**config.mk**
```make
export PLATFORM = sky130hd
export DESIGN_NAME = sdseq_ctrl_flat
export DESIGN_NICKNAME = d
export VERILOG_FILES = /design/src/rtl/sdseq_pkg.sv /design/src/rtl/sdseq_if.sv /design/src/rtl/sdseq_ctrl.sv /design/src/flat_wrapper.sv
export VERILOG_INCLUDE_DIRS = /design/src /design/src/rtl
export SDC_FILE = /design/constraint.sdc
export NUM_CORES = 1
export LEC_CHECK = 0
export ABC_CLOCK_PERIOD_IN_PS = 2300
export BUFFER_PORTS_ARGS = -buffer_cell sky130_fd_sc_hd__buf_2
export CORE_UTILIZATION = 40
export DETAILED_ROUTE_END_ITERATION = 10
export SLEW_MARGIN = 20
export SYNTH_ARGS = -nofsm -noshare
export SYNTH_HDL_FRONTEND = slang
export SYNTH_SLANG_ARGS = --single-unit
export TNS_END_PERCENT = 30
```
**constraint.sdc**
```tcl
create_clock -name clk -period 2.3 [get_ports clk]
set_clock_uncertainty 0.2 [all_clocks]
set_input_delay 0.115 -clock clk [delete_from_list [all_inputs] [get_ports clk]]
set_output_delay 0.115 -clock clk [all_outputs]
set_load 0.05 [all_outputs]
```
**src/rtl/sdseq_cfg.svh**
```systemverilog
// timing counts, field positions and sequence constants for the sdram sequencer
`ifndef SDSEQ_CFG_SVH
`define SDSEQ_CFG_SVH

// ----------------------------------------------------------------
// clock and conversion
// ----------------------------------------------------------------
`define SDSEQ_CLK_PS          8000
// least times round up to whole cycles
`define SDSEQ_CYC(ns)         ((((ns) * 1000) + `SDSEQ_CLK_PS - 1) / `SDSEQ_CLK_PS)

// ----------------------------------------------------------------
// times, as printed
// ----------------------------------------------------------------
`define SDSEQ_T_INIT_US       200
`define SDSEQ_T_RC_FAST_NS    60
`define SDSEQ_T_RC_SLOW_NS    70
`define SDSEQ_T_RP_FAST_NS    18
`define SDSEQ_T_RP_SLOW_NS    20
`define SDSEQ_T_RAS_FAST_NS   42
`define SDSEQ_T_RAS_SLOW_NS   45
`define SDSEQ_T_MRS_CYC       2
`define SDSEQ_SRX_CYC         2
`define SDSEQ_CLK_STABLE_CYC  4

// ----------------------------------------------------------------
// counts and fields
// ----------------------------------------------------------------
`define SDSEQ_INIT_CYC        `SDSEQ_CYC(`SDSEQ_T_INIT_US * 1000)
`define SDSEQ_INIT_REFRESH    2
`define SDSEQ_BURST_REFRESH   2048
`define SDSEQ_BURST_LEN       4
`define SDSEQ_ADDR_W          12
`define SDSEQ_BANK_W          2
`define SDSEQ_ALL_BANKS_BIT   10

`endif

```
**src/rtl/sdseq_pkg.sv**
```systemverilog
// shared types of the sdram sequencer
package sdseq_pkg;

  // ----------------------------------------------------------------
  // pin command {chip_select_n, row_strobe_n, column_strobe_n, we_n}
  // ----------------------------------------------------------------
  typedef enum logic [3:0] {
    CMD_MRS   = 4'h0,
    CMD_REF   = 4'h1,
    CMD_PRE   = 4'h2,
    CMD_ACT   = 4'h3,
    CMD_WR    = 4'h4,
    CMD_RD    = 4'h5,
    CMD_NOP   = 4'h7,
    CMD_DESEL = 4'hf
  } sdseq_cmd_type;

  // ----------------------------------------------------------------
  // user operations and controller states
  // ----------------------------------------------------------------
  typedef enum logic [2:0] {
    OP_ACT = 3'h0,
    OP_RD  = 3'h1,
    OP_WR  = 3'h2,
    OP_PRE = 3'h3,
    OP_REF = 3'h4
  } sdseq_op_type;

  typedef enum logic [1:0] {
    PH_INIT = 2'h0,
    PH_PRE  = 2'h1,
    PH_POST = 2'h2
  } sdseq_phase_type;

  typedef enum logic [3:0] {
    ST_PWR     = 4'h0,
    ST_PRE     = 4'h1,
    ST_PRE_W   = 4'h3,
    ST_MRS     = 4'h2,
    ST_MRS_W   = 4'h6,
    ST_REF     = 4'h7,
    ST_REF_W   = 4'h5,
    ST_IDLE    = 4'h4,
    ST_SR_IN   = 4'hc,
    ST_SR_HOLD = 4'hd,
    ST_SR_CLK  = 4'hf,
    ST_SR_EXIT = 4'he,
    ST_SUSP    = 4'ha
  } sdseq_state_type;

endpackage

```
**src/rtl/sdseq_if.sv**
```systemverilog
// pin-level link between the controller end and the memory end
`timescale 1ns/1ns
`include "sdseq_cfg.svh"

interface sdseq_if;
  logic                      clk_run;
  logic                      cke;
  logic                      cs_n;
  logic                      ras_n;
  logic                      cas_n;
  logic                      we_n;
  logic                      dqm;
  logic [`SDSEQ_BANK_W-1:0]  ba;
  logic [`SDSEQ_ADDR_W-1:0]  addr;

  modport ctrl (output clk_run, cke, cs_n, ras_n, cas_n, we_n, dqm, ba, addr);
  modport mem  (input  clk_run, cke, cs_n, ras_n, cas_n, we_n, dqm, ba, addr);
endinterface

```
**src/rtl/sdseq_ctrl.sv**
```systemverilog
// controller end: power-up init, self-refresh entry/exit and clock suspension
`timescale 1ns/1ns
`include "sdseq_cfg.svh"

module sdseq_ctrl #(
  parameter int INIT_CYC   = `SDSEQ_INIT_CYC,
  parameter bit FAST_GRADE = 1'b0,
  parameter int SRX_CYC    = `SDSEQ_SRX_CYC,
  parameter int STABLE_CYC = `SDSEQ_CLK_STABLE_CYC,
  parameter int INIT_REF   = `SDSEQ_INIT_REFRESH,
  parameter int BURST_REF  = `SDSEQ_BURST_REFRESH
) (
  input  wire logic                     clk,
  input  wire logic                     rst,
  sdseq_if.ctrl                         bus,
  input  wire logic [`SDSEQ_ADDR_W-1:0] mode_word,
  input  wire logic                     burst_refresh,
  input  wire logic                     sr_req,
  input  wire logic                     suspend_req,
  input  wire logic                     cmd_valid,
  input  wire sdseq_pkg::sdseq_op_type  cmd_op,
  input  wire logic [`SDSEQ_BANK_W-1:0] cmd_bank,
  input  wire logic [`SDSEQ_ADDR_W-1:0] cmd_addr,
  output logic                          cmd_ready,
  output logic                          init_done,
  output logic                          in_self_refresh
);

  // ----------------------------------------------------------------
  // cycle counts
  // ----------------------------------------------------------------
  localparam int RC_CYC  = FAST_GRADE ? `SDSEQ_CYC(`SDSEQ_T_RC_FAST_NS)
                                      : `SDSEQ_CYC(`SDSEQ_T_RC_SLOW_NS);
  localparam int RP_CYC  = FAST_GRADE ? `SDSEQ_CYC(`SDSEQ_T_RP_FAST_NS)
                                      : `SDSEQ_CYC(`SDSEQ_T_RP_SLOW_NS);
  localparam int RAS_CYC = FAST_GRADE ? `SDSEQ_CYC(`SDSEQ_T_RAS_FAST_NS)
                                      : `SDSEQ_CYC(`SDSEQ_T_RAS_SLOW_NS);
  localparam int EXIT_CYC = (RC_CYC > SRX_CYC) ? RC_CYC : SRX_CYC;

  // counter value that puts the next command n cycles after this one
  function automatic logic [15:0] gap(input int n);
    gap = (n >= 2) ? 16'(n - 2) : 16'h0000;
  endfunction

  function automatic sdseq_pkg::sdseq_cmd_type op_cmd(input sdseq_pkg::sdseq_op_type op);
    case (op)
      sdseq_pkg::OP_ACT: op_cmd = sdseq_pkg::CMD_ACT;
      sdseq_pkg::OP_RD:  op_cmd = sdseq_pkg::CMD_RD;
      sdseq_pkg::OP_WR:  op_cmd = sdseq_pkg::CMD_WR;
      sdseq_pkg::OP_PRE: op_cmd = sdseq_pkg::CMD_PRE;
      default:           op_cmd = sdseq_pkg::CMD_REF;
    endcase
  endfunction

  sdseq_pkg::sdseq_state_type state;
  sdseq_pkg::sdseq_phase_type phase;
  logic [15:0]                wait_cnt;
  logic [15:0]                rc_cnt;
  logic [11:0]                ref_cnt;
  logic [11:0]                ref_target;
  logic                       wait_done;
  logic                       rc_ok;
  logic                       take;
  logic                       ref_go;
  logic                       row_op;
  sdseq_pkg::sdseq_cmd_type   next_cmd;
  logic                       next_cke;
  logic                       next_clk_run;
  logic [`SDSEQ_BANK_W-1:0]   next_ba;
  logic [`SDSEQ_ADDR_W-1:0]   next_addr;

  assign wait_done  = (wait_cnt == 16'h0000);
  assign rc_ok      = (rc_cnt == 16'h0000);
  assign ref_target = (phase == sdseq_pkg::PH_INIT) ? 12'(INIT_REF) : 12'(BURST_REF);
  assign row_op     = (cmd_op == sdseq_pkg::OP_ACT) || (cmd_op == sdseq_pkg::OP_REF);
  assign ref_go     = (state == sdseq_pkg::ST_REF) && rc_ok;
  // row commands wait out the row cycle; column and precharge go straight
  assign cmd_ready  = (state == sdseq_pkg::ST_IDLE) && !sr_req && !suspend_req &&
                      (rc_ok || !row_op);
  assign take       = cmd_valid && cmd_ready;

  // ----------------------------------------------------------------
  // sequence
  // ----------------------------------------------------------------
  always_ff @(posedge clk or posedge rst) begin
    if (rst) begin
      state    <= sdseq_pkg::ST_PWR;
      phase    <= sdseq_pkg::PH_INIT;
      wait_cnt <= 16'(INIT_CYC - 1);
    end else begin
      if (!wait_done) begin
        wait_cnt <= wait_cnt - 16'h0001;
      end
      case (state)
        sdseq_pkg::ST_PWR: begin
          if (wait_done) begin
            state <= sdseq_pkg::ST_PRE;
          end
        end
        sdseq_pkg::ST_PRE: begin
          state    <= sdseq_pkg::ST_PRE_W;
          wait_cnt <= gap(RP_CYC);
        end
        sdseq_pkg::ST_PRE_W: begin
          if (wait_done) begin
            state <= sdseq_pkg::ST_MRS;
          end
        end
        sdseq_pkg::ST_MRS: begin
          state    <= sdseq_pkg::ST_MRS_W;
          wait_cnt <= gap(`SDSEQ_T_MRS_CYC);
        end
        sdseq_pkg::ST_MRS_W: begin
          if (wait_done) begin
            state <= sdseq_pkg::ST_REF;
          end
        end
        sdseq_pkg::ST_REF: begin
          if (rc_ok) begin
            state    <= sdseq_pkg::ST_REF_W;
            wait_cnt <= gap(RC_CYC);
          end
        end
        sdseq_pkg::ST_REF_W: begin
          if (wait_done) begin
            if (ref_cnt < ref_target) begin
              state <= sdseq_pkg::ST_REF;
            end else if (phase == sdseq_pkg::PH_PRE) begin
              state <= sdseq_pkg::ST_SR_IN;
            end else begin
              state <= sdseq_pkg::ST_IDLE;
            end
          end
        end
        sdseq_pkg::ST_IDLE: begin
          if (sr_req && burst_refresh) begin
            state <= sdseq_pkg::ST_REF;
            phase <= sdseq_pkg::PH_PRE;
          end else if (sr_req) begin
            state <= sdseq_pkg::ST_SR_IN;
          end else if (suspend_req) begin
            state <= sdseq_pkg::ST_SUSP;
          end
        end
        sdseq_pkg::ST_SR_IN: begin
          if (rc_ok) begin
            state    <= sdseq_pkg::ST_SR_HOLD;
            wait_cnt <= 16'(RAS_CYC - 1);
          end
        end
        sdseq_pkg::ST_SR_HOLD: begin
          if (wait_done && !sr_req) begin
            state    <= sdseq_pkg::ST_SR_CLK;
            wait_cnt <= 16'(STABLE_CYC - 1);
          end
        end
        sdseq_pkg::ST_SR_CLK: begin
          if (wait_done) begin
            state    <= sdseq_pkg::ST_SR_EXIT;
            wait_cnt <= 16'(EXIT_CYC - 1);
          end
        end
        sdseq_pkg::ST_SR_EXIT: begin
          if (wait_done) begin
            state <= burst_refresh ? sdseq_pkg::ST_REF : sdseq_pkg::ST_IDLE;
            phase <= sdseq_pkg::PH_POST;
          end
        end
        sdseq_pkg::ST_SUSP: begin
          if (!suspend_req) begin
            state <= sdseq_pkg::ST_IDLE;
          end
        end
        default: begin
          state <= sdseq_pkg::ST_PWR;
        end
      endcase
    end
  end

  // ----------------------------------------------------------------
  // refresh and row cycle counters
  // ----------------------------------------------------------------
  always_ff @(posedge clk or posedge rst) begin
    if (rst) begin
      ref_cnt <= '0;
    end else if (ref_go) begin
      ref_cnt <= ref_cnt + 12'h001;
    end else if (state != sdseq_pkg::ST_REF && state != sdseq_pkg::ST_REF_W) begin
      ref_cnt <= '0;
    end
  end

  // the device row timer is global here: safe for any bank, slower for interleaving
  always_ff @(posedge clk or posedge rst) begin
    if (rst) begin
      rc_cnt <= '0;
    end else if (ref_go || (take && row_op)) begin
      rc_cnt <= 16'(RC_CYC - 1);
    end else if (!rc_ok) begin
      rc_cnt <= rc_cnt - 16'h0001;
    end
  end

  // ----------------------------------------------------------------
  // pin values
  // ----------------------------------------------------------------
  always_comb begin
    next_cmd     = sdseq_pkg::CMD_NOP;
    next_cke     = 1'b1;
    next_clk_run = 1'b1;
    next_ba      = '0;
    next_addr    = '0;
    case (state)
      sdseq_pkg::ST_PRE: begin
        next_cmd                       = sdseq_pkg::CMD_PRE;
        next_addr[`SDSEQ_ALL_BANKS_BIT] = 1'b1;
      end
      sdseq_pkg::ST_MRS: begin
        next_cmd  = sdseq_pkg::CMD_MRS;
        next_addr = mode_word;
      end
      sdseq_pkg::ST_REF: begin
        if (rc_ok) begin
          next_cmd = sdseq_pkg::CMD_REF;
        end
      end
      sdseq_pkg::ST_IDLE: begin
        if (take) begin
          next_cmd  = op_cmd(cmd_op);
          next_ba   = cmd_bank;
          next_addr = cmd_addr;
        end
      end
      sdseq_pkg::ST_SR_IN: begin
        next_cke = !rc_ok;
        if (rc_ok) begin
          next_cmd = sdseq_pkg::CMD_REF;
        end
      end
      sdseq_pkg::ST_SR_HOLD: begin
        next_cke     = 1'b0;
        next_clk_run = 1'b0;
      end
      sdseq_pkg::ST_SR_CLK: begin
        next_cke = 1'b0;
      end
      sdseq_pkg::ST_SR_EXIT: begin
        next_cmd = sdseq_pkg::CMD_DESEL;
      end
      sdseq_pkg::ST_SUSP: begin
        next_cke = 1'b0;
      end
      default: begin
        next_cmd = sdseq_pkg::CMD_NOP;
      end
    endcase
  end

  always_ff @(posedge clk or posedge rst) begin
    if (rst) begin
      bus.clk_run <= 1'b1;
      bus.cke     <= 1'b1;
      {bus.cs_n, bus.ras_n, bus.cas_n, bus.we_n} <= sdseq_pkg::CMD_NOP;
      bus.ba      <= '0;
      bus.addr    <= '0;
    end else begin
      bus.clk_run <= next_clk_run;
      bus.cke     <= next_cke;
      {bus.cs_n, bus.ras_n, bus.cas_n, bus.we_n} <= next_cmd;
      bus.ba      <= next_ba;
      bus.addr    <= next_addr;
    end
  end

  // ----------------------------------------------------------------
  // status
  // ----------------------------------------------------------------
  always_ff @(posedge clk or posedge rst) begin
    if (rst) begin
      init_done       <= 1'b0;
      in_self_refresh <= 1'b0;
      bus.dqm         <= 1'b1;
    end else begin
      if (state == sdseq_pkg::ST_REF_W && wait_done && phase == sdseq_pkg::PH_INIT &&
          ref_cnt >= ref_target) begin
        init_done <= 1'b1;
        bus.dqm   <= 1'b0;
      end
      in_self_refresh <= (state == sdseq_pkg::ST_SR_HOLD) || (state == sdseq_pkg::ST_SR_CLK);
    end
  end

endmodule

```
**src/flat_wrapper.sv**
```systemverilog
// flat-port wrapper written by rule: the top's interface ports become plain ports
module sdseq_ctrl_flat 
#(
  parameter int INIT_CYC   = `SDSEQ_INIT_CYC,
  parameter bit FAST_GRADE = 1'b0,
  parameter int SRX_CYC    = `SDSEQ_SRX_CYC,
  parameter int STABLE_CYC = `SDSEQ_CLK_STABLE_CYC,
  parameter int INIT_REF   = `SDSEQ_INIT_REFRESH,
  parameter int BURST_REF  = `SDSEQ_BURST_REFRESH
)
  (clk, rst, mode_word, burst_refresh, sr_req, suspend_req, cmd_valid, cmd_op, cmd_bank, cmd_addr, cmd_ready, init_done, in_self_refresh, bus_clk_run, bus_cke, bus_cs_n, bus_ras_n, bus_cas_n, bus_we_n, bus_dqm, bus_ba, bus_addr);
  sdseq_if bus_i ();
  input  wire logic clk;
  input  wire logic rst;
  input  wire logic [`SDSEQ_ADDR_W-1:0] mode_word;
  input  wire logic burst_refresh;
  input  wire logic sr_req;
  input  wire logic suspend_req;
  input  wire logic cmd_valid;
  input  wire sdseq_pkg::sdseq_op_type cmd_op;
  input  wire logic [`SDSEQ_BANK_W-1:0] cmd_bank;
  input  wire logic [`SDSEQ_ADDR_W-1:0] cmd_addr;
  output logic cmd_ready;
  output logic init_done;
  output logic in_self_refresh;
  output wire logic [$bits(bus_i.clk_run)-1:0] bus_clk_run;
  output wire logic [$bits(bus_i.cke)-1:0] bus_cke;
  output wire logic [$bits(bus_i.cs_n)-1:0] bus_cs_n;
  output wire logic [$bits(bus_i.ras_n)-1:0] bus_ras_n;
  output wire logic [$bits(bus_i.cas_n)-1:0] bus_cas_n;
  output wire logic [$bits(bus_i.we_n)-1:0] bus_we_n;
  output wire logic [$bits(bus_i.dqm)-1:0] bus_dqm;
  output wire logic [$bits(bus_i.ba)-1:0] bus_ba;
  output wire logic [$bits(bus_i.addr)-1:0] bus_addr;
  assign bus_clk_run = bus_i.clk_run;
  assign bus_cke = bus_i.cke;
  assign bus_cs_n = bus_i.cs_n;
  assign bus_ras_n = bus_i.ras_n;
  assign bus_cas_n = bus_i.cas_n;
  assign bus_we_n = bus_i.we_n;
  assign bus_dqm = bus_i.dqm;
  assign bus_ba = bus_i.ba;
  assign bus_addr = bus_i.addr;
  sdseq_ctrl #(.INIT_CYC(INIT_CYC), .FAST_GRADE(FAST_GRADE), .SRX_CYC(SRX_CYC), .STABLE_CYC(STABLE_CYC), .INIT_REF(INIT_REF), .BURST_REF(BURST_REF)) u_core (.clk(clk), .rst(rst), .bus(bus_i), .mode_word(mode_word), .burst_refresh(burst_refresh), .sr_req(sr_req), .suspend_req(suspend_req), .cmd_valid(cmd_valid), .cmd_op(cmd_op), .cmd_bank(cmd_bank), .cmd_addr(cmd_addr), .cmd_ready(cmd_ready), .init_done(init_done), .in_self_refresh(in_self_refresh));
endmodule
```
After elaboration in Yosys (flattened, before gate mapping)
Cells that the tools add are included.

Add/subtract/negate cells: 3. Multipliers: 0. Divide/modulo/power cells: 0. $lt $le $gt $ge: 2. Equality and inequality tests: 32. Shift operators: 0. Mux-type cells: 43. Bitwise operators: 0. Reduce and logical (&&, ||, !) cells: 31.

Operator list (count): 16-bit 2-to-1 mux (7); 16-bit one-hot mux with 6 select lines (1); 4-bit 2-to-1 mux (15); 4-bit one-hot mux with 13 select lines (1); 12-bit 2-to-1 mux (4); 16-bit zero test (2); 16-bit by 1-bit subtractor with 16-bit output, second input constant (2); 4-bit == test, second input constant (5); 10-bit one-hot mux with 2 select lines (1); 4-bit one-hot mux with 5 select lines (1); 2-bit by 1-bit inequality test with 1-bit output, second input constant (9); 4-bit by 3-bit == test with 1-bit output, second input constant (4); 12-bit by 1-bit adder with 12-bit output, second input constant (1); 12-bit greater-or-equal comparator (1); 1-bit logical AND (12); 12-bit < comparator (1); 3-bit one-hot mux with 4 select lines (1); 11-bit AND reduction (1); 2-bit 2-to-1 mux (5); 4-bit by 2-bit == test with 1-bit output, second input constant (2); 4-bit by 3-bit inequality test with 1-bit output, second input constant (2); 3-bit by 2-bit == test with 1-bit output, second input constant (2); 3-bit 2-to-1 mux (2); 2-bit inequality test, second input constant (3); 18 further kinds (26).

Register bits after elaboration: 73. Latch bits: 0. RAM bits: 0. ROM bits: 0. Input bits: 35. Output and inout port bits: 24. Word-level logic and storage cells: 127. Memories: 0.

Longest topological paths before layout
Depth after elaboration: 9. Mapped depth: 11. Depth with buffers taken out: 11.

Worst setup path after synthesis
No wires, ideal clock.

Kind: flip-flop to output port. From: reg u_core.rc_cnt[0]. To: out cmd_ready. Arrival time: 2029 ps. Setup slack: -44 ps. Cell stages (with the launch flop): 7. Path buffers: 1. Cell sequence: dfrtp_1 > inv_1 > ha_1 > nor3b_1 > nand4_1 > clkbuf_1 > a21oi_1.

Cells in the longest elaborated chain, start to end: 3.

RTL lines: from (decl) (line sdseq_ctrl.sv:58) `logic [15:0] rc_cnt;`; from (signal assigned) (line sdseq_ctrl.sv:199) `rc_cnt <= 16'(RC_CYC - 1);`; from (signal assigned) (line sdseq_ctrl.sv:201) `rc_cnt <= rc_cnt - 16'h0001;`; 16-bit zero test (line sdseq_ctrl.sv:73) `assign rc_ok = (rc_cnt == 16'h0000);`; 1-bit logical OR (line sdseq_ctrl.sv:79) `(rc_ok || !row_op);`; 1-bit logical AND (line sdseq_ctrl.sv:78) `assign cmd_ready = (state == sdseq_pkg::ST_IDLE) && !sr_req && !suspend_req &&`; to (decl) (line flat_wrapper.sv:23) `output logic cmd_ready;`.

Every way passes these cells.

Final worst setup path
From: reg u_core.wait_cnt[9]. To: reg u_core.wait_cnt[0].

Cells in the longest elaborated chain, start to end: 4. Elaborated cells between the ends (all ways): 8. Classes of those cells: 6 x mux; 2 x reduce/logical.

RTL lines: from (decl) (line sdseq_ctrl.sv:57) `logic [15:0] wait_cnt;`; from (signal assigned) (line sdseq_ctrl.sv:89) `wait_cnt <= 16'(INIT_CYC - 1);`; from (signal assigned) (line sdseq_ctrl.sv:92) `wait_cnt <= wait_cnt - 16'h0001;`; from (signal assigned) (line sdseq_ctrl.sv:102) `wait_cnt <= gap(RP_CYC);`; 16-bit zero test (*) (line sdseq_ctrl.sv:72) `assign wait_done = (wait_cnt == 16'h0000);`; 16-bit 2-to-1 mux or 1-bit logical AND (tied branches) (line sdseq_ctrl.sv:91, sdseq_ctrl.sv:152); 16-bit 2-to-1 mux, on equally long branches; 16-bit one-hot mux with 6 select lines (*) (line sdseq_ctrl.sv:94) `case (state)`.

Mark *: on every way between the ends. The rest lies on a longest branch, timed or not. A chain may end at the register's enable or synchronous reset.

==> reports/metrics.cfg <==
[layout]
layout.nets=583
syn2layout_area_growth_pct=35.5
diodes=0
finalInstanceArea_sq_mm=0.00548
drive_gt1_share_pct=34.3

[synth]
synth_seq_cells=73
synth-seq-area-share_pct=45.6
synth_mux_area_share_pct=2.44
synth.distinct_cells=66
synthSimpleGateAreaFrac_pct=26.0
yosysWarnings=0
synthAdderAreaFrac_pct=2.48
synth.cell_area_sq_mm=0.00404
synth_edf_count=0
syn-instance-count=402
ys_async_sr_fraction_pct=100
synth_xor_area_share_pct=6.50
syn_nets=445
avgSynthCellArea_sq_um=10.1
ys.flop_type=dfrtp_1
synth_top_family_by_area=simple AND/OR/NAND/NOR gates
synth_compound_area_share_pct=13.1

[routing]
wl_per_cell_microns=14.9
viasPerCell=5.09
vias=3452
first_iter_violations=141
route.detailed.drc=0
dr.pass1.iters=5
ant_nets=0
drt-total-wl_microns=10100

[placed_design]
dpl_cell_area_sq_mm=0.00482
gp_congestion=0.813
dp_hpwl_microns=7030
port_buffers=58

[worst_setup_path]
arrival_ns=2.33
required_ns=2.37
r2r_slack_ns=0.03
cpMostUsedCell=a21oi_1
reg2reg_from=u_core.wait_cnt[9]
reg2reg_depth=9
cpMaxStageDelayCell=dfrtp_2
worst-path-max-fanout=3
crit_chain=nor4_4 > and4_4 > inv_4 > ha_4 > nor2b_1 > o32ai_1 > a21oi_1 > a211oi_1 > a21oi_1
critPathKind=register to register
cp-start-kind=register
max_stage_delay_ns=0.43
cp-end-kind=register
r2r_end=u_core.wait_cnt[0]

[power_and_ir_drop]
leakage_nw=2.44
ir_worst_vdd_mv=0.396
power.density_mw_per_mm2=1230
finalPower_mw=6.74

[clock_network]
cts_max_level=3
cts-root-buf=clkbuf_8
path_clk_slew_ns=0.07
cts-buffers-inserted=9
cts.sinks=73
cts_tree=done
max-clock-path-buffers=2
insertion_delay_ns=0.36

[grt]
grt.overflow.total=0
grt_first_pass_wirelength_microns=16500
grt_usage_pct=20.6
grt_pass1_vias=3506
antenna_found_initial=0
grt_max_degree=74

[sta]
period_share_pct=98.6
slew_headroom_pct=66.7
rsz0062_at_grt=true
setup_violations=0
layout_min_cycle_time_ns=2.27
maxSlewViolCount=0
tightest_slew_ns=0.499
hold_viol=0
max_freq_ghz=0.441

[hold_path]
hp-start=sr_req
min_path_type=input port to register
min_to=u_core.phase[0]
hold_depth=2

[floorplanning]
io_pins=59
core_area_sq_mm=0.00977
die_y_microns=103
die_x_microns=103
fp-row-count=36
start_util_pct=41.4
dieArea_sq_mm=0.0105

[flow_run]
cap_violations=0

[run_status]
status=finished, final reports clean

==> layer usage <==
metal | part of all wire [%] | global-route usage [%] | vias up | wire length, microns
met5 | 0 | 0 | - | 0
met4 | 1.5 | 8.57 | 0 | 153
met3 | 4.0 | 3.12 | 11 | 409
met2 | 48 | 34.4 | 75 | 4830
met1 | 47 | 26.8 | 1649 | 4720
li1 | - | - | 1717 | -
==> worst max path at each step <==
| stage | startpoint | cells after the start | endpoint | slack [ns] |
|---|---|---|---|---|
| 3_5_place_dp | u_core.wait_cnt[1] | 11 | u_core.wait_cnt[0] | -0.10 |
| 6_report | u_core.wait_cnt[9] | 9 | u_core.wait_cnt[0] | 0.03 |
| 5_1_grt | u_core.wait_cnt[9] | 9 | u_core.wait_cnt[0] | -0.09 |
| 2_1_floorplan | u_core.wait_cnt[1] | 11 | u_core.wait_cnt[0] | -0.02 |
| 4_1_cts | u_core.wait_cnt[10] | 9 | u_core.wait_cnt[0] | -0.001 |
| 3_3_place_gp | u_core.wait_cnt[0] | 11 | u_core.wait_cnt[0] | -0.06 |
==> where the power goes <==
group	internal (mW)	switching (mW)	total (mW)
logic	1.65	1.86	3.51
registers	1.72	0.407	2.13
clock network	0.612	0.488	1.10
total	3.98	2.75	6.74
==> cells by family (layout without fill, tap and decap cells) <==
logic type                 after synthesis  count (layout)
buffers and inverters                   30             173
DFF                                     73              73
AOI/OAI and AO/OA                       75              75
adders and majority gates                8               8
muxes                                    9               9
xor gates and xnor gates                30              30
and+or+nand+nor                        177             177
==> flip-flops by register name, summed over array words and instances (netlist names) <==
register                cells
u_core.bus.addr            12
u_core.bus.ba               2
u_core.bus.cas_n            1
u_core.bus.cke              1
u_core.bus.clk_run          1
u_core.bus.cs_n             1
u_core.bus.dqm              1
u_core.bus.ras_n            1
u_core.bus.we_n             1
u_core.in_self_refresh      1
u_core.init_done            1
u_core.phase                2
u_core.rc_cnt              16
u_core.ref_cnt             12
u_core.state                4
u_core.wait_cnt            16
==> layout by cell type, fill, tap and decap left out, types with 9 or more instances in the layout <==
cell type	instances
nand3_1	12
xor2_1	11
dfstp_2	14
nor3_1	13
o21ai_0	12
dlygate4sd3_1	32
nor2_2	12
dfrtp_1	58
a22o_1	12
buf_4	50
inv_1	9
clkbuf_8	9
nor4_1	9
buf_2	57
nand2_1	34
a21oi_1	15
xnor2_1	18
nor2_1	26
==> stage by stage <==
step / TNS (ns) / instances / worst slack, ns / utilization, % / hold WS (ns)
2_1_floorplan: -0.0231 / 402 / -0.0231 / - / 0.0191
3_3_place_gp: -0.0859 / 627 / -0.0555 / 49.4 / 0.0348
3_5_place_dp: -0.229 / 627 / -0.104 / 49.4 / 0.0327
4_1_cts: -0.00137 / 676 / -0.00137 / 55.7 / 0.0141
5_1_grt: -0.180 / 678 / -0.0926 / 56.1 / 0.0294
6_report: 0 / 678 / 0.0313 / 56.1 / 0.0269
==> cell type report <==
class,instances,area (sq um)
clock buffers,11,131
well taps,133,166
clock inverters,5,81.3
fillers,859,4290
inverters,13,51.3
flip-flops and latches,73,1850
repair buffers,144,1060
multi-input cells,299,2140
==> worst max-delay path, delay by kind of cell (launching register included) <==
kind	cells	cell delay (ns)
and+or+nand+nor	3	0.66
DFF	1	0.43
buffers and inverters	1	0.04
AOI/OAI and AO/OA	4	0.58
adders and majority gates	1	0.25
==> cells in the mapped netlist (all sizes together), types with 6 or more instances <==
library cell | n | area share, %
nand4 | 6 | 0.93
nor2b | 6 | 0.93
a22o | 12 | 2.6
dfstp | 14 | 9.1
nand3 | 14 | 2.2
nor4 | 15 | 3.2
o21ai | 13 | 1.6
inv | 13 | 1.3
nor2 | 38 | 4.3
ha | 8 | 2.5
nand2b | 7 | 1.1
buf | 13 | 2.2
xnor2 | 18 | 3.9
a21oi | 16 | 2.0
and2 | 7 | 1.1
dfrtp | 59 | 37
nor3 | 17 | 2.5
o31ai | 7 | 1.3
and3 | 7 | 1.1
xor2 | 12 | 2.6
nand2 | 35 | 3.3
==> timing repair <==
| item | in CTS | in global routing |
|---|---|---|
| hold buffers | 32 | 0 |
| hold endpoints to repair | 92 | 0 |
| pin swaps | 6 | 6 |
| resized for setup | 14 | 4 |
| buffers inserted | 1 | 2 |
| setup endpoints to repair | 6 | 8 |
(Power assumes the default switching activity.)
